===== src/sbsc_regs.vh =====
`ifndef SBSC_REGS_VH
`define SBSC_REGS_VH

// ----------------------------------------------------------------------
// Register indices; the byte address on the bus is four times the index.
// ----------------------------------------------------------------------
`define SBSC_IDX_CTRL_ONE 14'h1240
`define SBSC_IDX_STATUS 14'h1243
`define SBSC_IDX_RATE0 14'h1244
`define SBSC_IDX_RATE1 14'h1245

// ----------------------------------------------------------------------
// Field positions of the status view and control register 2.
// ----------------------------------------------------------------------
`define SBSC_BIT_MASTER 7
`define SBSC_BIT_TRANSMIT 6
`define SBSC_BIT_BUSY 5
`define SBSC_BIT_PENDING_N 4
`define SBSC_BIT_ARB_LOST 3
`define SBSC_BIT_ADDR_HIT 2
`define SBSC_BIT_BCAST_HIT 1
`define SBSC_BIT_LAST_RX 0
`define SBSC_BIT_XFER_ACTIVE 3
`define SBSC_BIT_SHIFT_ACTIVE 2
`define SBSC_BIT_START_STOP 5
`define SBSC_MODE_HI 3
`define SBSC_MODE_LO 2
`define SBSC_KEY_HI 1
`define SBSC_KEY_LO 0

// ----------------------------------------------------------------------
// Control register 1 and baud register fields.
// ----------------------------------------------------------------------
`define SBSC_BIT_SHIFT_GO 7
`define SBSC_BIT_SHIFT_ABORT 6
`define SBSC_XMODE_HI 5
`define SBSC_XMODE_LO 4
`define SBSC_BIT_IDLE_RUN 6
`define SBSC_BIT_CLOCK_ON 7

// ----------------------------------------------------------------------
// Encodings and reset values.
// ----------------------------------------------------------------------
`define SBSC_OPM_PORT 2'h0
`define SBSC_OPM_SHIFT 2'h1
`define SBSC_OPM_TWI 2'h2
`define SBSC_OPM_RSVD 2'h3
`define SBSC_XM_TX 2'h0
`define SBSC_XM_RSVD 2'h1
`define SBSC_XM_TXRX 2'h2
`define SBSC_XM_RX 2'h3
`define SBSC_KEY_FIRST 2'h2
`define SBSC_KEY_SECOND 2'h1
`define SBSC_RST_OPM 2'h0
`define SBSC_RST_XMODE 2'h0
`define SBSC_RST_PENDING_N 1'h1
`define SBSC_RST_FLAG 1'h0

`endif


===== src/sbsc_reset_key.v =====
`timescale 1ns/1ps
`default_nettype none
`include "sbsc_regs.vh"

module sbsc_reset_key
(
    input wire clk,
    input wire rstn,
    input wire key_wr,
    input wire [1:0] key_val,
    output reg fire_reg
);
    // ------------------------------------------------------------------
    // Two-step key sequencer.
    // ------------------------------------------------------------------
    localparam [1:0] ST_IDLE = 2'h1;
    localparam [1:0] ST_ARMED = 2'h2;

    reg [1:0] state_reg;
    reg [1:0] state_next;
    reg fire_next;

    // Any control-two write other than the second key or a repeated first key drops the arming, so a stray write cannot complete the pair.
    always @*
    begin
        state_next = state_reg;
        fire_next = 1'b0;
        if (key_wr)
        begin
            case (state_reg)
                ST_IDLE:
                begin
                    if (key_val == `SBSC_KEY_FIRST)
                        state_next = ST_ARMED; // see (RQ6)
                end
                ST_ARMED:
                begin
                    if (key_val == `SBSC_KEY_SECOND)
                    begin
                        fire_next = 1'b1; // see (RQ6)
                        state_next = ST_IDLE;
                    end
                    else if (key_val != `SBSC_KEY_FIRST)
                        state_next = ST_IDLE;
                end
                default:
                    state_next = ST_IDLE;
            endcase
        end
    end

    // State and pulse flops.
    always @(posedge clk)
    begin
        if (!rstn)
        begin
            state_reg <= ST_IDLE;
            fire_reg <= 1'b0;
        end
        else
        begin
            state_reg <= state_next;
            fire_reg <= fire_next;
        end
    end
endmodule // sbsc_reset_key

`default_nettype wire


===== src/sbsc_top.v =====
`timescale 1ns/1ps
`default_nettype none
`include "sbsc_regs.vh"

// Contract
// (RQ1) Shared offset: read gives status view, write loads control register two.
// (RQ2) Two-wire status bits 7..4: master, transmit, busy, pending-not; pending-not resets high.
// (RQ3) Arbitration lost, address hit, broadcast hit set on detection; last received bit shown.
// (RQ4) Two-wire write of start/stop field: one makes start, zero makes stop.
// (RQ5) Mode field: 00 port, 01 shift serial, 10 two-wire, 11 reserved.
// (RQ6) Writing key 10 then 01 generates an internal interface reset.
// (RQ7) Shift mode status bits 3 and 2 show transfer and shift in progress.
// (RQ8) Idle-run bit decides whether the interface runs during low-power idle.
// (RQ9) Software writes zero to rate zero bit 7 and shift-mode low bits.
// (RQ10) Clock-on bit gates the internal baud clock; bit 6 written zero.
// (RQ11) Shift transfer mode: 00 transmit, 10 transmit/receive, 11 receive, 01 reserved.
// (RQ12) Bus event request asserted while pending-not is low.
module sbsc_top
(
    input wire clk,
    input wire rstn,
    input wire wb_cyc_i,
    input wire wb_stb_i,
    input wire wb_we_i,
    input wire [15:0] wb_adr_i,
    input wire [3:0] wb_sel_i,
    input wire [31:0] wb_dat_i,
    output reg [31:0] wb_dat_o,
    output reg wb_ack_o,
    input wire core_master,
    input wire core_transmit,
    input wire core_bus_busy,
    input wire core_byte_done,
    input wire ev_arb_lost,
    input wire ev_addr_match,
    input wire ev_general_call,
    input wire rx_bit_strobe,
    input wire rx_bit,
    input wire shift_xfer_busy,
    input wire shift_busy,
    input wire low_power_idle_state,
    output reg start_req,
    output reg stop_req,
    output reg [1:0] op_mode,
    output reg iface_reset,
    output reg bus_event_irq,
    output reg shift_go,
    output reg shift_abort,
    output reg [1:0] shift_xfer_mode,
    output reg baud_clk_en,
    output reg iface_run
);
    // ------------------------------------------------------------------
    // Bus decode.
    // ------------------------------------------------------------------
    wire bus_req;
    wire wr_ok;
    wire [13:0] idx;
    wire hit_ctrl1;
    wire hit_status;
    wire hit_rate0;
    wire hit_rate1;
    wire wr_ctrl1;
    wire wr_ctrl2;
    wire wr_rate0;
    wire wr_rate1;
    wire key_fire;
    wire [7:0] wbyte;

    // Status view and control two share one index. A read-modify-write there would copy
    // status bits back as control bits, and the logic cannot tell such a write from a plain one.
    // A request is served once; the second cycle of the pair only drops ack.
    assign bus_req = wb_cyc_i & wb_stb_i & ~wb_ack_o;
    assign wr_ok = bus_req & wb_we_i & wb_sel_i[0];
    assign idx = wb_adr_i[15:2];
    assign wbyte = wb_dat_i[7:0];
    assign hit_ctrl1 = (idx == `SBSC_IDX_CTRL_ONE);
    assign hit_status = (idx == `SBSC_IDX_STATUS);
    assign hit_rate0 = (idx == `SBSC_IDX_RATE0);
    assign hit_rate1 = (idx == `SBSC_IDX_RATE1);
    assign wr_ctrl1 = wr_ok & hit_ctrl1;
    assign wr_ctrl2 = wr_ok & hit_status; // see (RQ1)
    assign wr_rate0 = wr_ok & hit_rate0;
    assign wr_rate1 = wr_ok & hit_rate1;

    // ------------------------------------------------------------------
    // Stored state.
    // ------------------------------------------------------------------
    reg master_flag_reg;
    reg transmit_flag_reg;
    reg bus_busy_flag_reg;
    reg pending_not_flag_reg;
    reg arbitration_lost_flag_reg;
    reg addressed_as_slave_flag_reg;
    reg broadcast_hit_flag_reg;
    reg last_rx_bit_reg;
    reg shift_transfer_active_reg;
    reg shifter_active_reg;
    reg idle_run_sel_reg;
    reg divider_clock_on_reg;
    reg [1:0] op_mode_reg;
    reg [1:0] op_mode_next;
    reg [7:0] status_view;

    // Two-wire mode gates both the event flags and the start/stop pulses, so the test is shared.
    function is_twi;
        input [1:0] m;
        begin
            is_twi = (m == `SBSC_OPM_TWI);
        end
    endfunction

    // The reserved mode code keeps the previous mode rather than entering an undefined one.
    always @*
    begin
        op_mode_next = op_mode_reg;
        if (wr_ctrl2 && wbyte[`SBSC_MODE_HI:`SBSC_MODE_LO] != `SBSC_OPM_RSVD)
            op_mode_next = wbyte[`SBSC_MODE_HI:`SBSC_MODE_LO]; // see (RQ5)
    end

    // Soft reset key sequencer. Its pulse clears the status flags at the next edge; the outer
    // reset output is registered from the same pulse, so it rises on that same edge as the clear.
    // The key only clears status; mode, control one and the rate bits survive it.
    sbsc_reset_key u_key
    (
        .clk(clk),
        .rstn(rstn),
        .key_wr(wr_ctrl2),
        .key_val(wbyte[`SBSC_KEY_HI:`SBSC_KEY_LO]),
        .fire_reg(key_fire)
    );

    // ------------------------------------------------------------------
    // Status flags.
    // ------------------------------------------------------------------
    // Detection sets win over a clear written in the same cycle, so no event is lost.
    // Role and busy bits are plain copies of the engine levels and need no clear.
    // The last received bit keeps its value until the next strobe or a key reset, even across a mode change.
    always @(posedge clk)
    begin
        if (!rstn || key_fire)
        begin
            master_flag_reg <= `SBSC_RST_FLAG;
            transmit_flag_reg <= `SBSC_RST_FLAG;
            bus_busy_flag_reg <= `SBSC_RST_FLAG;
            pending_not_flag_reg <= `SBSC_RST_PENDING_N;
            arbitration_lost_flag_reg <= `SBSC_RST_FLAG;
            addressed_as_slave_flag_reg <= `SBSC_RST_FLAG;
            broadcast_hit_flag_reg <= `SBSC_RST_FLAG;
            last_rx_bit_reg <= `SBSC_RST_FLAG;
            shift_transfer_active_reg <= `SBSC_RST_FLAG;
            shifter_active_reg <= `SBSC_RST_FLAG;
        end
        else
        begin
            master_flag_reg <= core_master; // see (RQ2)
            transmit_flag_reg <= core_transmit; // see (RQ2)
            bus_busy_flag_reg <= core_bus_busy; // see (RQ2)
            if (core_byte_done)
                pending_not_flag_reg <= 1'b0; // see (RQ2)
            else if (wr_ctrl2)
                pending_not_flag_reg <= 1'b1;
            if (is_twi(op_mode_reg) && ev_arb_lost)
                arbitration_lost_flag_reg <= 1'b1; // see (RQ3)
            else if (wr_ctrl2)
                arbitration_lost_flag_reg <= 1'b0;
            if (is_twi(op_mode_reg) && ev_addr_match)
                addressed_as_slave_flag_reg <= 1'b1; // see (RQ3)
            else if (wr_ctrl2)
                addressed_as_slave_flag_reg <= 1'b0;
            if (is_twi(op_mode_reg) && ev_general_call)
                broadcast_hit_flag_reg <= 1'b1; // see (RQ3)
            else if (wr_ctrl2)
                broadcast_hit_flag_reg <= 1'b0;
            if (rx_bit_strobe)
                last_rx_bit_reg <= rx_bit; // see (RQ3)
            shift_transfer_active_reg <= shift_xfer_busy; // see (RQ7)
            shifter_active_reg <= shift_busy; // see (RQ7)
        end
    end

    // Status view layout follows the current mode; in shift mode unused bits read zero.
    // The view is combinational; the bus answer registers it as it stands at the commit edge.
    always @*
    begin
        status_view = 8'h00;
        if (op_mode_reg == `SBSC_OPM_SHIFT)
        begin
            status_view[`SBSC_BIT_XFER_ACTIVE] = shift_transfer_active_reg; // see (RQ7)
            status_view[`SBSC_BIT_SHIFT_ACTIVE] = shifter_active_reg; // see (RQ7)
        end
        else
        begin
            status_view[`SBSC_BIT_MASTER] = master_flag_reg;
            status_view[`SBSC_BIT_TRANSMIT] = transmit_flag_reg;
            status_view[`SBSC_BIT_BUSY] = bus_busy_flag_reg;
            status_view[`SBSC_BIT_PENDING_N] = pending_not_flag_reg;
            status_view[`SBSC_BIT_ARB_LOST] = arbitration_lost_flag_reg;
            status_view[`SBSC_BIT_ADDR_HIT] = addressed_as_slave_flag_reg;
            status_view[`SBSC_BIT_BCAST_HIT] = broadcast_hit_flag_reg;
            status_view[`SBSC_BIT_LAST_RX] = last_rx_bit_reg;
        end
    end

    // ------------------------------------------------------------------
    // Control registers and command pulses.
    // ------------------------------------------------------------------
    // Start and stop are only issued when the mode after the write is two-wire.
    // The reserved transfer-mode code keeps the old code, as the reserved operating mode does.
    always @(posedge clk)
    begin
        if (!rstn)
        begin
            op_mode_reg <= `SBSC_RST_OPM;
            start_req <= 1'b0;
            stop_req <= 1'b0;
            iface_reset <= 1'b0;
            shift_go <= 1'b0;
            shift_abort <= 1'b0;
            shift_xfer_mode <= `SBSC_RST_XMODE;
            idle_run_sel_reg <= 1'b0;
            divider_clock_on_reg <= 1'b0;
        end
        else
        begin
            op_mode_reg <= op_mode_next;
            start_req <= wr_ctrl2 & is_twi(op_mode_next) & wbyte[`SBSC_BIT_START_STOP]; // see (RQ4)
            stop_req <= wr_ctrl2 & is_twi(op_mode_next) & ~wbyte[`SBSC_BIT_START_STOP]; // see (RQ4)
            iface_reset <= key_fire; // see (RQ6)
            if (wr_ctrl1)
            begin
                shift_go <= wbyte[`SBSC_BIT_SHIFT_GO];
                shift_abort <= wbyte[`SBSC_BIT_SHIFT_ABORT];
                if (wbyte[`SBSC_XMODE_HI:`SBSC_XMODE_LO] != `SBSC_XM_RSVD)
                    shift_xfer_mode <= wbyte[`SBSC_XMODE_HI:`SBSC_XMODE_LO]; // see (RQ11)
            end
            // Bit 7 of rate zero and bit 6 of rate one are not stored; they read zero.
            if (wr_rate0)
                idle_run_sel_reg <= wbyte[`SBSC_BIT_IDLE_RUN]; // see (RQ8)
            if (wr_rate1)
                divider_clock_on_reg <= wbyte[`SBSC_BIT_CLOCK_ON]; // see (RQ10)
        end
    end

    // ------------------------------------------------------------------
    // Run enables, request and outputs.
    // ------------------------------------------------------------------
    // The idle level comes from the chip on this same clock, so it needs no synchroniser.
    // Leaving idle with idle-run clear restarts the interface one cycle later.
    wire run_next;
    assign run_next = ~low_power_idle_state | idle_run_sel_reg; // see (RQ8)

    // Outputs are registered, so they lag the controlling bits by one cycle.
    always @(posedge clk)
    begin
        if (!rstn)
        begin
            op_mode <= `SBSC_RST_OPM;
            bus_event_irq <= 1'b0;
            baud_clk_en <= 1'b0;
            iface_run <= 1'b0;
        end
        else
        begin
            op_mode <= op_mode_reg;
            bus_event_irq <= ~pending_not_flag_reg; // see (RQ12)
            baud_clk_en <= divider_clock_on_reg & run_next; // see (RQ10)
            iface_run <= run_next;
        end
    end

    // ------------------------------------------------------------------
    // Wishbone answer.
    // ------------------------------------------------------------------
    // Every address is acknowledged; unmapped or write-only reads return zero.
    // Ack is never given two cycles running, so the master may release on the ack edge.
    always @(posedge clk)
    begin
        if (!rstn)
        begin
            wb_ack_o <= 1'b0;
            wb_dat_o <= 32'h00000000;
        end
        else
        begin
            wb_ack_o <= bus_req;
            if (bus_req && !wb_we_i)
            begin
                wb_dat_o <= 32'h00000000;
                if (hit_status)
                    wb_dat_o[7:0] <= status_view; // see (RQ1)
                else if (hit_rate0)
                    wb_dat_o[`SBSC_BIT_IDLE_RUN] <= idle_run_sel_reg;
                else if (hit_rate1)
                    wb_dat_o[`SBSC_BIT_CLOCK_ON] <= divider_clock_on_reg;
            end
        end
    end
endmodule // sbsc_top

`default_nettype wire


===== config.mk =====
export PLATFORM = sky130hd
export DESIGN_NAME = sbsc_top
export DESIGN_NICKNAME = d
export VERILOG_FILES = /design/src/sbsc_reset_key.v /design/src/sbsc_top.v
export VERILOG_INCLUDE_DIRS = /design/src
export SDC_FILE = /design/constraint.sdc
export NUM_CORES = 1
export LEC_CHECK = 0
export ABC_CLOCK_PERIOD_IN_PS = 3900
export BUFFER_PORTS_ARGS = -buffer_cell sky130_fd_sc_hd__buf_2
export CORE_ASPECT_RATIO = 0.7
export CORE_UTILIZATION = 40
export DETAILED_ROUTE_END_ITERATION = 12
export GPL_ROUTABILITY_DRIVEN = 0
export PLACE_DENSITY = 0.77
export SETUP_SLACK_MARGIN = 0.1
export SYNTH_ARGS = -nofsm -noshare
export SYNTH_HDL_FRONTEND = slang
export SYNTH_SLANG_ARGS = --single-unit
export TNS_END_PERCENT = 1

===== constraint.sdc =====
create_clock -name clk -period 3.9 [get_ports clk]
set_input_delay 0.585 -clock clk [delete_from_list [all_inputs] [get_ports clk]]
set_output_delay 0.585 -clock clk [all_outputs]
set_load 0.01 [all_outputs]

-- Yosys cells after proc, flatten, opt, wreduce, memory -nomap -nowiden
Cells that the tools add are included.
- eq/ne operators: 16
- muxes and demuxes: 20
- bitwise gates (word level): 17
- reductions and logical operators: 15
- operators with widths (cell ; count):
    14-bit by 13-bit == test with 1-bit output (second input constant) ; 4
    2-bit 2-to-1 mux ; 7
    1-bit bitwise AND ; 12
    1-bit 2-to-1 mux ; 10
    2-bit == test (second input constant) ; 4
    2-bit nonzero test ; 4
    2-bit by 1-bit == test with 1-bit output (second input constant) ; 3
    6-bit 2-to-1 mux ; 1
    3-bit AND reduction ; 2
    1-bit logical AND ; 5
    4-bit 2-to-1 mux ; 1
    2-bit by 1-bit inequality test with 1-bit output (second input constant) ; 2
    2-bit inequality test (second input constant) ; 2
    1-bit inverter ; 4
    2-bit one-hot mux with 2 select lines ; 1
    3-bit by 1-bit inequality test with 1-bit output (second input constant) ; 1
    1-bit logical NOT ; 2
    2-bit AND reduction ; 1
    1-bit logical OR ; 1
    1-bit bitwise OR ; 1
- bits in registers: 38
- word-level logic and storage cells: 95

-- Longest topological paths before layout
Gate-level depths: netlist (run 1).
- depth after elaboration: 10
- mapped depth: 5
- depth with buffers taken out: 4

-- Cells and area by module
A second synthesis (run 1) with hierarchy kept.
- cell total of the unflattened synthesis: 174
- area total of the unflattened synthesis: 1660.3 um2
- by module, submodules not included (module ; instances ; cells each ; area an instance (um2)):
    sbsc_top ; 1 ; 160 ; 1532.7
    sbsc_reset_key ; 1 ; 14 ; 127.6

-- Worst setup path after synthesis (run 1)
OpenSTA, ideal clock, no wires.
- kind: input -> register
- start: in wb_adr_i[5]
- end: reg u_key.state_reg[1]
- library setup time: 115 ps
- data arrival time: 1542 ps
- setup slack: 2244 ps
- cell stages on the path: 4
- path buffers: 0
- path through: nor4b_4 -> nand3_2 -> o41a_1 -> o21a_1
- cells in the longest elaborated chain, start to end: 3
- ends and longest elaborated chain (item ; line ; source):
    start: declaration ; sbsc_top.v:25 ; input wire [15:0] wb_adr_i,
    14-bit by 13-bit == test with 1-bit output (no line) ; n/a ;
    1-bit bitwise AND ; sbsc_top.v:82 ; assign wr_ctrl2 = wr_ok & hit_status;
    3-bit AND reduction (no line) ; n/a ;
    end signal: assignment ; sbsc_reset_key.v:62 ; state_reg <= state_next;
    end: declaration ; sbsc_reset_key.v:19 ; reg [1:0] state_reg;
Every way passes these cells.
A chain may end at the register's enable or synchronous reset.

-- Worst setup path in the final report (run 1)
- start: in wb_adr_i[5]
- end: reg arbitration_lost_flag_reg
- cells in the longest elaborated chain, start to end: 3
- ends and longest elaborated chain (item ; line ; source):
    14-bit by 13-bit == test with 1-bit output (no line) ; n/a ;
    1-bit bitwise AND ; sbsc_top.v:82 ;
    2-bit nonzero test (no line) ; n/a ;
    end signal: assignment ; sbsc_top.v:147 ; arbitration_lost_flag_reg <= `SBSC_RST_FLAG;
    end: declaration ; sbsc_top.v:93 ; reg arbitration_lost_flag_reg;
Every way passes these cells.

==> reports/summary.json, run 1 <==
{
  "critical_path": {
    "worst_r2r_endpoint": "arbitration_lost_flag_reg$_SDFFE_PP0P_",
    "cp.buffers_inverters": 1,
    "critical_path.startpoint_type": "primary input",
    "r2r-start": "wb_ack_o$_SDFF_PN0_",
    "setup.worst_path.end_class": "register",
    "crit_slowest_cell": "and3_4",
    "critPathMaxFanout": 13,
    "path_class": "in -> reg",
    "critPathArrivalTime_ps": 1810,
    "critical_path.cell_chain": "buf_2 -> nor4b_4 -> and3_4 -> nand3_2 -> a32o_1",
    "r2r.worst_path.cells": 4,
    "timing.critical_path.depth": 5,
    "cpPeakStageDelay_ps": 340,
    "ff2ff_setup_slack_ps": 2280,
    "cpLargestDelayFamily": "simple AND/OR/NAND/NOR gates",
    "timing.critical_path.from": "wb_adr_i[5]",
    "worstSetupEndpoint": "arbitration_lost_flag_reg$_SDFFE_PP0P_",
    "crit_required_ps": 4070
  },
  "clock_network": {
    "cts.sinks": 38,
    "clk_transition_reported_paths_ps": 70,
    "cts_inserted_buffers": 5,
    "cts_tree": "done",
    "h_tree_level_count": 2,
    "cts_resized": 0,
    "worst_skew_pair.late_latency_ps": 280,
    "clockBufferDepth": 2,
    "postCtsHoldBufs": 0,
    "clock_tree.root_cell": "clkbuf_8",
    "post-cts-setup-buffers": 0
  },
  "run_status": {
    "status": "finished, final reports clean"
  },
  "grt": {
    "grt_max_degree": 20,
    "grt_pass1_vias": 1234,
    "grt.overflow.total": 0,
    "wire_length_of_the_first_global_routing_pass_um": 5685,
    "globalRouteTotalUtil_pct": 16.65,
    "initial_antenna_violation_count": 0
  },
  "logic_synthesis": {
    "synthesis.area_mm2": 0.001703,
    "library_cells_used_by_synthesis": 40,
    "number_of_instances_in_the_synthesized_netlist": 171,
    "yosys_register_bits": 38,
    "synth-seq-area-share_pct": 44.67,
    "yosysWarningCount": 0,
    "post_synth.cell_area_avg_um2": 9.958
  },
  "layout": {
    "number_of_nets_in_the_layout": 302,
    "final_core_utilization_pct": 50.72,
    "largest_register_ff_count": 8,
    "syn_to_final_growth_pct": 18.96,
    "area_used_by_multi_input_combinational_logic_um2": 805.8,
    "stdcell_count": 285,
    "antenna-diode-count": 0,
    "drive_gt1_share_pct": 33.48,
    "mostFrequentLayoutCells": "60 x buf_2, 38 x dfxtp_1, 24 x conb_1",
    "final_common_cell": "buf_2",
    "layout.area.seq_um2": 760.7,
    "final.fill_count": 402
  },
  "detailed_routing": {
    "detail_route.vias_per_cell": 4.800,
    "via_count": 1368,
    "number_of_detailed_routing_iterations_run_before_antenna_repair": 4,
    "detail_route.drc_violations": 0,
    "wire_per_inst_um": 12.35,
    "detailedRoute.firstIterationViolations": 51,
    "routed_wirelength_um": 3519,
    "antenna_left": 0
  },
  "floorplan": {
    "design.die.area_mm2": 0.004526,
    "core.rowCount": 19,
    "core-area_mm2": 0.003994,
    "initial_utilization_pct": 42.64,
    "pin_count": 114,
    "die_x_um": 79.99,
    "die_h_um": 56.59
  },
  "sta": {
    "final_hold_viol_count": 0,
    "clock_skew_ps": 6.345,
    "worst_slew_pin_tran_ps": 548.6,
    "timing.final.crit_period_ps": 1642,
    "unrepaired_setup_endpoints_after_global_routing": "no",
    "min_period_over_period_pct": 42.10,
    "max_slew_vio_count": 0,
    "timing.hold.ws_ps": 454.7,
    "final-setup-viol-count": 0,
    "timing.slew.headroom_pct": 63.15,
    "clock.fmax_mhz": 609.1,
    "timing.setup.tns_ps": 0
  },
  "worst_hold_path": {
    "timing.hold.worst.class": "reg -> reg"
  },
  "flow_run": {
    "cap_viol_max_count": 0
  },
  "place": {
    "io_buffers": 60,
    "detailedPlacementHpwl_um": 2731,
    "post-place-cells": 278
  },
  "pwr": {
    "ir_worst_vdd_mv": 0.1466,
    "cellPowerDensity_mw_per_mm2": 351.5,
    "finalPower_mw": 0.7120,
    "total_leakage_power_nw": 0.9466
  }
}
[cell usage after synthesis]
master,n,area share [%]
nand4_1,1,0.37
inv_1,4,0.88
nor4b_4,1,1.4
and3b_1,2,1.0
and4b_1,1,0.59
a31oi_1,4,1.5
nand3_4,1,1.0
a32o_1,7,4.1
nor3_1,5,1.5
nor2_1,9,2.0
conb_1,1,0.22
mux2i_1,7,4.1
a21oi_1,2,0.59
nand3b_1,1,0.44
nand3b_2,1,0.66
dfxtp_1,38,45
a41oi_1,1,0.51
buf_2,1,0.29
o21ai_0,4,1.2
and2_1,9,3.3
clkbuf_1,1,0.22
and4_1,1,0.51
nor2b_1,3,1.1
and3_4,1,0.66
nand3_2,3,1.8
a22oi_1,1,0.44
o31ai_2,2,1.5
a32oi_1,1,0.51
nand2b_1,2,0.73
o21a_1,3,1.3
nand3_1,3,0.88
buf_4,25,11
o41a_1,1,0.66
buf_6,1,0.66
and4bb_2,2,1.5
o221a_1,1,0.66
or4bb_1,1,0.66
and3_1,2,0.73
nand2_1,14,3.1
nor4_1,3,1.1
[power by group]
part | switching, mW | internal (mW)
logic | 0.0379 | 0.0242
registers | 0.00239 | 0.393
clock network | 0.134 | 0.120
[per-stage QoR]
stage	area, um2	setup slack (ps)
detailed placement	1947	1956
global placement	1947	1964
floorplan	1789	2244
finish	2026	2258
global route	2026	2006
CTS	2026	2253
[final cells by class]
class / instances / area share [%]
timing repair buffer: 60 / 14.82
clock buffer: 5 / 3.397
multi-input combinational: 124 / 39.78
inverter: 4 / 0.7412
clock inverter: 2 / 0.4941
tap: 52 / 3.212
sequential: 38 / 37.55
[cells by family after synthesis]
| family | synth area share [%] |
|---|---|
| flops | 44.67 |
| other cells | 0.2202 |
| simple gates | 24.98 |
| buf+inv | 13.08 |
| mux | 4.115 |
| compound gates | 12.93 |
[worst min-delay path by stage]
stage / endpoint / startpoint / slack, ps / depth (start not counted)
after floorplan: bus_event_irq$_SDFF_PN0_ / pending_not_flag_reg$_SDFFE_PP1P_ / 410 / 1
after global placement: bus_event_irq$_SDFF_PN0_ / pending_not_flag_reg$_SDFFE_PP1P_ / 440 / 1
after detailed placement: bus_event_irq$_SDFF_PN0_ / pending_not_flag_reg$_SDFFE_PP1P_ / 440 / 1
after CTS: bus_event_irq$_SDFF_PN0_ / pending_not_flag_reg$_SDFFE_PP1P_ / 460 / 1
after global routing: bus_event_irq$_SDFF_PN0_ / pending_not_flag_reg$_SDFFE_PP1P_ / 460 / 1
final: bus_event_irq$_SDFF_PN0_ / pending_not_flag_reg$_SDFFE_PP1P_ / 450 / 1
[worst reg2reg max path, cell delays in order (launching register included)]
cell and delay, ps:
dfxtp_1 330, and3b_1 230, and3_1 430, nand3_2 230
a32o_1 300
[routing by layer]
| layer | GRT usage [%] | vias up | share of wire [%] | wire [um] |
|---|---|---|---|---|
| met5 | 0 | - | 0 | 0 |
| met4 | 4.592 | 0 | 0.77 | 27 |
| met3 | 6.992 | 4 | 7.6 | 266 |
| met2 | 24.42 | 43 | 44 | 1535 |
| met1 | 22.35 | 636 | 48 | 1689 |
| li1 | - | 685 | - | - |
(Power assumes the default switching activity.)
==> inputs of run 2 (changes only) <==
--- a/config.mk
+++ b/config.mk
@@ -6,13 +6,13 @@
 export SDC_FILE = /design/constraint.sdc
 export NUM_CORES = 1
 export LEC_CHECK = 0
-export ABC_CLOCK_PERIOD_IN_PS = 3900
+export ABC_CLOCK_PERIOD_IN_PS = 1500
 export BUFFER_PORTS_ARGS = -buffer_cell sky130_fd_sc_hd__buf_2
 export CORE_ASPECT_RATIO = 0.7
-export CORE_UTILIZATION = 40
+export CORE_UTILIZATION = 37
 export DETAILED_ROUTE_END_ITERATION = 12
 export GPL_ROUTABILITY_DRIVEN = 0
-export PLACE_DENSITY = 0.77
+export PLACE_DENSITY = 0.75
 export SETUP_SLACK_MARGIN = 0.1
 export SYNTH_ARGS = -nofsm -noshare
 export SYNTH_HDL_FRONTEND = slang
==> constraint.sdc (replaced) <==
create_clock -name clk -period 1.5 [get_ports clk]
set_input_delay 0.225 -clock clk [delete_from_list [all_inputs] [get_ports clk]]
set_output_delay 0.225 -clock clk [all_outputs]
set_load 0.01 [all_outputs]
==> run 2 against run 1 <==
Compared with the run above:
- clock skew decreased by 3.6 ps
- wire length grew 2.2%
- clock-buffer cell count rose by 1
- critical path depth down 1
- cell count up 5.3%
- power rose to 2.7 times the previous value
- sequential cell count unchanged
- global-route usage fell by 0.71 points
- hold slack worse by 320 ps
- die area is 7.9% higher
- design area is 5.3% higher
- largest power group unchanged
==> reports/summary.json, run 2 (synthesized netlist as in run 1, its figures left out) <==
{
  "run_status": {
    "status": "finished, final reports clean"
  },
  "critical_path": {
    "setup.worst_path.end_class": "register",
    "r2r-start": "wb_ack_o$_SDFF_PN0_",
    "crit_slowest_cell": "dfxtp_1",
    "ff2ff_setup_slack": {"value": 130, "unit": "ps", "change": "-2150 ps"},
    "critical_path.cell_chain": "and3b_1 -> and3_2 -> nand3_2 -> a32o_1",
    "timing.critical_path.from": "wb_ack_o$_SDFF_PN0_",
    "cpLargestDelayFamily": "simple AND/OR/NAND/NOR gates",
    "critPathArrivalTime": {"value": 1560, "unit": "ps", "change": "-250 ps"},
    "crit_required": {"value": 1690, "unit": "ps", "change": "-2380 ps"},
    "path_class": "reg -> reg",
    "worst_r2r_endpoint": "addressed_as_slave_flag_reg$_SDFFE_PP0P_",
    "critPathMaxFanout": {"value": 6, "change": "-7"},
    "r2r.worst_path.cells": {"value": 4, "change": "unchanged"},
    "cp.buffers_inverters": {"value": 0, "change": "-1"},
    "timing.critical_path.depth": {"value": 4, "change": "-1"},
    "critical_path.startpoint_type": "register",
    "worstSetupEndpoint": "addressed_as_slave_flag_reg$_SDFFE_PP0P_",
    "cpPeakStageDelay": {"value": 330, "unit": "ps", "change": "about the same"}
  },
  "layout": {
    "syn_to_final_growth_pct": 25.20,
    "mostFrequentLayoutCells": "60 x buf_2, 38 x dfxtp_1, 24 x conb_1",
    "drive_gt1_share": {"value": 37.55, "unit": "%", "change": "+4.1 points"},
    "final.fill_count": {"value": 420, "change": "+4.5%"},
    "largest_register_ff_count": {"value": 8, "change": "unchanged"},
    "final_common_cell": "buf_2",
    "antenna-diode-count": {"value": 0, "change": "unchanged"},
    "number_of_nets_in_the_layout": {"value": 313, "change": "+3.6%"}
  },
  "detailed_routing": {
    "antenna_left": {"value": 0, "change": "unchanged"},
    "detailedRoute.firstIterationViolations": {"value": 63, "change": "+24%"},
    "via_count": {"value": 1412, "change": "+3.2%"},
    "routed_wirelength": {"value": 3596, "unit": "um", "change": "+2.2%"},
    "detail_route.drc_violations": {"value": 0, "change": "unchanged"},
    "number_of_detailed_routing_iterations_run_before_antenna_repair": {"value": 4, "change": "unchanged"},
    "wire_per_inst": {"value": 11.99, "unit": "um", "change": "-2.9%"},
    "detail_route.vias_per_cell": {"value": 4.707, "change": "-1.9%"}
  },
  "floorplan": {
    "core-area": {"value": 0.004379, "unit": "mm2", "change": "+9.6%"},
    "core.rowCount": {"value": 20, "change": "+1"},
    "initial_utilization": {"value": 38.89, "unit": "%", "change": "-3.8 points"},
    "pin_count": {"value": 114, "change": "unchanged"},
    "die_h": {"value": 58.76, "unit": "um", "change": "+3.8%"},
    "die_x": {"value": 83.09, "unit": "um", "change": "+3.9%"},
    "design.die.area": {"value": 0.004882, "unit": "mm2", "change": "+7.9%"}
  },
  "pwr": {
    "power.share.clock": {"value": 37.9, "unit": "%", "change": "+2.2 points"},
    "share_seq_of_total_power": {"value": 53.1, "unit": "%", "change": "-2.5 points"},
    "p_comb_share": {"value": 9.0, "unit": "%", "change": "+0.3 points"},
    "cellPowerDensity": {"value": 908.1, "unit": "mW/mm2", "change": "+160%"},
    "ir_worst_vdd": {"value": 0.4811, "unit": "mV", "change": "+230%"},
    "switchingPower": {"value": 0.4713, "unit": "mW", "change": "+170%"},
    "total_leakage_power": {"value": 1.007, "unit": "nW", "change": "+6.4%"},
    "netSwitchingFraction": {"value": 24.34, "unit": "%", "change": "-0.15 points"},
    "internal_power_component": {"value": 1.465, "unit": "mW", "change": "+170%"}
  },
  "grt": {
    "globalRouteMet2Util": {"value": 24.82, "unit": "%", "change": "+0.40 points"},
    "met1_usage": {"value": 19.95, "unit": "%", "change": "-2.4 points"},
    "initial_antenna_violation_count": {"value": 0, "change": "unchanged"},
    "wire_length_of_the_first_global_routing_pass": {"value": 6016, "unit": "um", "change": "+5.8%"},
    "grt_pass1_vias": {"value": 1300, "change": "+5.3%"},
    "grt.overflow.total": {"value": 0, "change": "unchanged"},
    "globalRoute.busiestLayer": "met2",
    "groute.layer.met3.usage": {"value": 6.452, "unit": "%", "change": "-0.54 points"},
    "globalRouteTotalUtil": {"value": 15.94, "unit": "%", "change": "-0.71 points"},
    "grt_max_degree": {"value": 14, "change": "-30%"}
  },
  "clock_network": {
    "clock_tree.root_cell": "clkbuf_8",
    "cts_inserted_buffers": {"value": 5, "change": "unchanged"},
    "h_tree_level_count": {"value": 2, "change": "unchanged"},
    "clk_transition_reported_paths": {"value": 70, "unit": "ps", "change": "about the same"},
    "cts.sinks": {"value": 38, "change": "unchanged"},
    "cts_tree": "done",
    "clockBufferDepth": {"value": 2, "change": "unchanged"},
    "postCtsHoldBufs": {"value": 0, "change": "unchanged"},
    "worst_skew_pair.late_latency": {"value": 290, "unit": "ps", "change": "about the same"}
  },
  "sta": {
    "final_hold_viol_count": {"value": 0, "change": "unchanged"},
    "timing.setup.tns": {"value": 0, "unit": "ps", "change": "unchanged"},
    "unrepaired_setup_endpoints_after_global_routing": "yes",
    "timing.hold.ws": {"value": 130.8, "unit": "ps", "change": "-323.9 ps"},
    "final-setup-viol-count": {"value": 0, "change": "unchanged"},
    "max_slew_vio_count": {"value": 0, "change": "unchanged"},
    "clock_skew": {"value": 2.787, "unit": "ps", "change": "-3.558 ps"},
    "min_period_over_period_pct": 91.35,
    "setup_ws": {"value": 129.7, "unit": "ps", "change": "-2129 ps"},
    "timing.final.crit_period_ps": 1370,
    "clock.fmax_mhz": 729.8
  },
  "place": {
    "io_buffers": {"value": 60, "change": "unchanged"},
    "detailedPlace.worstSlack": {"value": 8.379, "unit": "ps", "change": "-1948 ps"},
    "detailedPlacementHpwl": {"value": 2879, "unit": "um", "change": "+5.4%"}
  },
  "flow_run": {
    "cap_viol_max_count": {"value": 0, "change": "unchanged"}
  },
  "worst_hold_path": {
    "whs_path_depth": {"value": 2, "change": "+1"},
    "timing.hold.worst.class": "in -> reg"
  }
}
run 2: routing by layer:
layer | wire length [um] | share of wire, % | up-vias
met3 | 315 | 8.8 | 6
met2 | 1591 | 44 | 52
met4 | 44 | 1.2 | 0
li1 | - | - | 710
met5 | 0 | 0 | -
met1 | 1644 | 46 | 644
run 2: metrics by stage:
stage	instance area, um2	utilization [%]	power (mW)	instances
final	2132	48.69	1.936	300
after global routing	2132	48.69	2.023	300
after CTS	2130	48.63	1.955	300
after detailed placement	2033	46.43	1.223	292
after global placement	2033	46.43	1.221	292
after floorplan	1789	-	1.184	194
run 2: worst min path at each step:
stage	from	slack, ps	to
CTS	low_power_idle_state	120	iface_run$_SDFF_PN0_
floorplan	wb_dat_i[5]	300	stop_req$_SDFF_PN0_
detailed placement	low_power_idle_state	430	iface_run$_SDFF_PN0_
global placement	shift_xfer_busy	430	shift_transfer_active_reg$_SDFF_PP0_
finish	shift_xfer_busy	130	shift_transfer_active_reg$_SDFF_PP0_
global route	shift_xfer_busy	130	shift_transfer_active_reg$_SDFF_PP0_
run 2: what timing repair did:
action,CTS,global route
buffers inserted,0,0
resized for setup,1,1
pin swaps,0,0
endpoints found under the setup margin,4,16
run 2: cell type report:
type,count,area (um2),share of cell area (%)
Clock buffer,6,82.58,3.873
Clock inverter,2,12.51,0.5869
Inverter,4,15.01,0.7042
Multi-Input combinational cell,124,809.5,37.97
Sequential cell,38,760.7,35.68
Tap cell,55,68.82,3.228
Timing Repair Buffer,71,382.9,17.96
run 2: power by group through the flow:
stage,combinational (mW),clock [mW],sequential (mW)
6_report,0.174,0.734,1.03
4_1_cts,0.172,0.754,1.03
5_1_grt,0.195,0.799,1.03
3_5_place_dp,0.171,0,1.05
3_3_place_gp,0.169,0,1.05
2_1_floorplan,0.131,0,1.05
run 2: worst register-to-register path: stages (launching register included):
cell and delay (ps):
dfxtp_1 330, and3b_1 230, and3_2 270, nand3_2 160, a32o_1 280
==> inputs of run 3 (changes only) <==
--- a/config.mk
+++ b/config.mk
@@ -12,6 +12,7 @@
 export CORE_UTILIZATION = 37
 export DETAILED_ROUTE_END_ITERATION = 12
 export GPL_ROUTABILITY_DRIVEN = 0
+export MAX_ROUTING_LAYER = met4
 export PLACE_DENSITY = 0.75
 export SETUP_SLACK_MARGIN = 0.1
 export SYNTH_ARGS = -nofsm -noshare
==> run 3 against run 2 <==
Compared with the run above:
- worst setup slack improved by 2.1 ps
- sequential share of layout area unchanged
- fmax is 0.15% higher
- highest routed layer unchanged
- sequential cell count unchanged
- hold slack barely moved
- global-route usage grew 0.54 points
- critical endpoint unchanged
- combinational power about the same
- clock skew grew 0.98 ps
==> reports/summary.json, run 3 (synthesized netlist as in run 1, its figures left out) <==
{
  "layout": {
    "mostFrequentLayoutCells": "60 x buf_2, 38 x dfxtp_1, 24 x conb_1",
    "final.fill_count": {"value": 420, "change": "unchanged"},
    "final_core_utilization": {"value": 48.69, "unit": "%", "change": "unchanged"},
    "largest_register_ff_count": {"value": 8, "change": "unchanged"},
    "syn_to_final_growth": {"value": 25.20, "unit": "%", "change": "unchanged"},
    "drive_gt1_share": {"value": 37.55, "unit": "%", "change": "unchanged"},
    "final_common_cell": "buf_2",
    "antenna-diode-count": {"value": 0, "change": "unchanged"},
    "number_of_nets_in_the_layout": {"value": 313, "change": "unchanged"}
  },
  "sta": {
    "final_hold_viol_count": {"value": 0, "change": "unchanged"},
    "max_slew_vio_count": {"value": 0, "change": "unchanged"},
    "clock.fmax": {"value": 730.9, "unit": "MHz", "change": "+0.15%"},
    "final-setup-viol-count": {"value": 0, "change": "unchanged"},
    "unrepaired_setup_endpoints_after_global_routing": "yes",
    "timing.setup.tns": {"value": 0, "unit": "ps", "change": "unchanged"},
    "clock_skew": {"value": 3.767, "unit": "ps", "change": "+0.9797 ps"},
    "min_period_over_period": {"value": 91.21, "unit": "%", "change": "-0.14 points"},
    "timing.final.crit_period": {"value": 1368, "unit": "ps", "change": "-2.082 ps"}
  },
  "floorplan": {
    "core.rowCount": {"value": 20, "change": "unchanged"},
    "pin_count": {"value": 114, "change": "unchanged"},
    "initial_utilization": {"value": 38.89, "unit": "%", "change": "unchanged"},
    "core-area": {"value": 0.004379, "unit": "mm2", "change": "unchanged"},
    "design.die.area": {"value": 0.004882, "unit": "mm2", "change": "unchanged"},
    "die_h": {"value": 58.76, "unit": "um", "change": "unchanged"},
    "die_x": {"value": 83.09, "unit": "um", "change": "unchanged"}
  },
  "critical_path": {
    "worst_r2r_endpoint": "addressed_as_slave_flag_reg$_SDFFE_PP0P_",
    "worstSetupEndpoint": "addressed_as_slave_flag_reg$_SDFFE_PP0P_",
    "ff2ff_setup_slack": {"value": 130, "unit": "ps", "change": "about the same"},
    "critPathArrivalTime": {"value": 1550, "unit": "ps", "change": "about the same"},
    "r2r.worst_path.cells": {"value": 4, "change": "unchanged"},
    "crit_required": {"value": 1690, "unit": "ps", "change": "about the same"},
    "r2r-start": "wb_ack_o$_SDFF_PN0_",
    "timing.critical_path.from": "wb_ack_o$_SDFF_PN0_",
    "critical_path.startpoint_type": "register",
    "path_class": "reg -> reg",
    "critPathMaxFanout": {"value": 6, "change": "unchanged"},
    "setup.worst_path.end_class": "register"
  },
  "grt": {
    "wire_length_of_the_first_global_routing_pass": {"value": 6030, "unit": "um", "change": "+0.23%"},
    "globalRouteTotalUtil": {"value": 16.47, "unit": "%", "change": "+0.54 points"},
    "grt_pass1_vias": {"value": 1302, "change": "+0.15%"},
    "grt_max_degree": {"value": 14, "change": "unchanged"},
    "initial_antenna_violation_count": {"value": 0, "change": "unchanged"},
    "grt.overflow.total": {"value": 0, "change": "unchanged"}
  },
  "clock_network": {
    "cts_tree": "done",
    "clk_transition_reported_paths": {"value": 70, "unit": "ps", "change": "about the same"},
    "h_tree_level_count": {"value": 2, "change": "unchanged"},
    "clockBufferDepth": {"value": 2, "change": "unchanged"},
    "cts_inserted_buffers": {"value": 5, "change": "unchanged"},
    "worst_skew_pair.late_latency": {"value": 290, "unit": "ps", "change": "about the same"},
    "postCtsHoldBufs": {"value": 0, "change": "unchanged"},
    "cts.sinks": {"value": 38, "change": "unchanged"},
    "clock_tree.root_cell": "clkbuf_8"
  },
  "detailed_routing": {
    "detail_route.vias_per_cell": {"value": 4.710, "change": "about the same"},
    "number_of_detailed_routing_iterations_run_before_antenna_repair": {"value": 4, "change": "unchanged"},
    "antenna_left": {"value": 0, "change": "unchanged"},
    "detailedRoute.firstIterationViolations": {"value": 76, "change": "+21%"},
    "wire_per_inst": {"value": 12.05, "unit": "um", "change": "+0.53%"},
    "detail_route.drc_violations": {"value": 0, "change": "unchanged"},
    "routed_wirelength": {"value": 3615, "unit": "um", "change": "+0.53%"},
    "via_count": {"value": 1413, "change": "+0.071%"}
  },
  "place": {
    "io_buffers": {"value": 60, "change": "unchanged"},
    "detailedPlacementHpwl": {"value": 2879, "unit": "um", "change": "unchanged"}
  },
  "worst_hold_path": {
    "timing.hold.worst.class": "in -> reg"
  },
  "pwr": {
    "total_leakage_power": {"value": 1.007, "unit": "nW", "change": "unchanged"},
    "cellPowerDensity": {"value": 909.4, "unit": "mW/mm2", "change": "+0.15%"},
    "ir_worst_vdd": {"value": 0.4820, "unit": "mV", "change": "+0.19%"}
  },
  "flow_run": {
    "cap_viol_max_count": {"value": 0, "change": "unchanged"}
  },
  "run_status": {
    "status": "finished, final reports clean"
  }
}
-- run 3: worst min-delay path by stage --
| stage | startpoint | endpoint | cells past startpoint |
|---|---|---|---|
| after floorplan | wb_dat_i[5] | stop_req$_SDFF_PN0_ | 1 |
| after global placement | shift_xfer_busy | shift_transfer_active_reg$_SDFF_PP0_ | 2 |
| after detailed placement | low_power_idle_state | iface_run$_SDFF_PN0_ | 2 |
| after CTS | low_power_idle_state | iface_run$_SDFF_PN0_ | 2 |
| after global routing | shift_xfer_busy | shift_transfer_active_reg$_SDFF_PP0_ | 2 |
| final | shift_xfer_busy | shift_transfer_active_reg$_SDFF_PP0_ | 2 |
-- run 3: where the power goes --
group          internal (mW)  switching (mW)
Sequential              1.02         0.00539
Combinational         0.0729           0.101
Clock                  0.369           0.368
-- run 3: layout make-up --
class | count | area, um2 | share of cell area, %
clock buffers | 6 | 82.58 | 3.873
multi-input cells | 124 | 809.5 | 37.97
inverters | 4 | 15.01 | 0.7042
well taps | 55 | 68.82 | 3.228
flip-flops and latches | 38 | 760.7 | 35.68
clock inverters | 2 | 12.51 | 0.5869
repair buffers | 71 | 382.9 | 17.96
-- run 3: layer usage --
metal	GRT usage (%)	vias up	wire, um
met1	20.56	644	1695
met3	5.610	6	280
met2	24.82	53	1595
met5	-	-	0
li1	-	710	-
met4	6.404	0	44
-- run 3: what timing repair did --
item	4_1_cts	5_1_grt
setup endpoints to repair	4	16
buffers inserted	0	0
resized for setup	1	1
-- run 3: metrics by stage --
stage	cell area (um2)	worst slack, ps	hold slack (ps)	total power, mW	instances
after floorplan	1789	154.5	302.0	1.184	194
after global placement	2033	27.12	426.2	1.221	292
after detailed placement	2033	8.379	429.4	1.223	292
after CTS	2130	135.7	124.6	1.955	300
after global routing	2132	60.11	133.7	2.023	300
final	2132	131.8	130.6	1.939	300
-- run 3: worst max-delay path, cell delays in order (launching register included) --
cell and delay [ps]:
dfxtp_1 330, and3b_1 230, and3_2 260, nand3_2 160, a32o_1 280
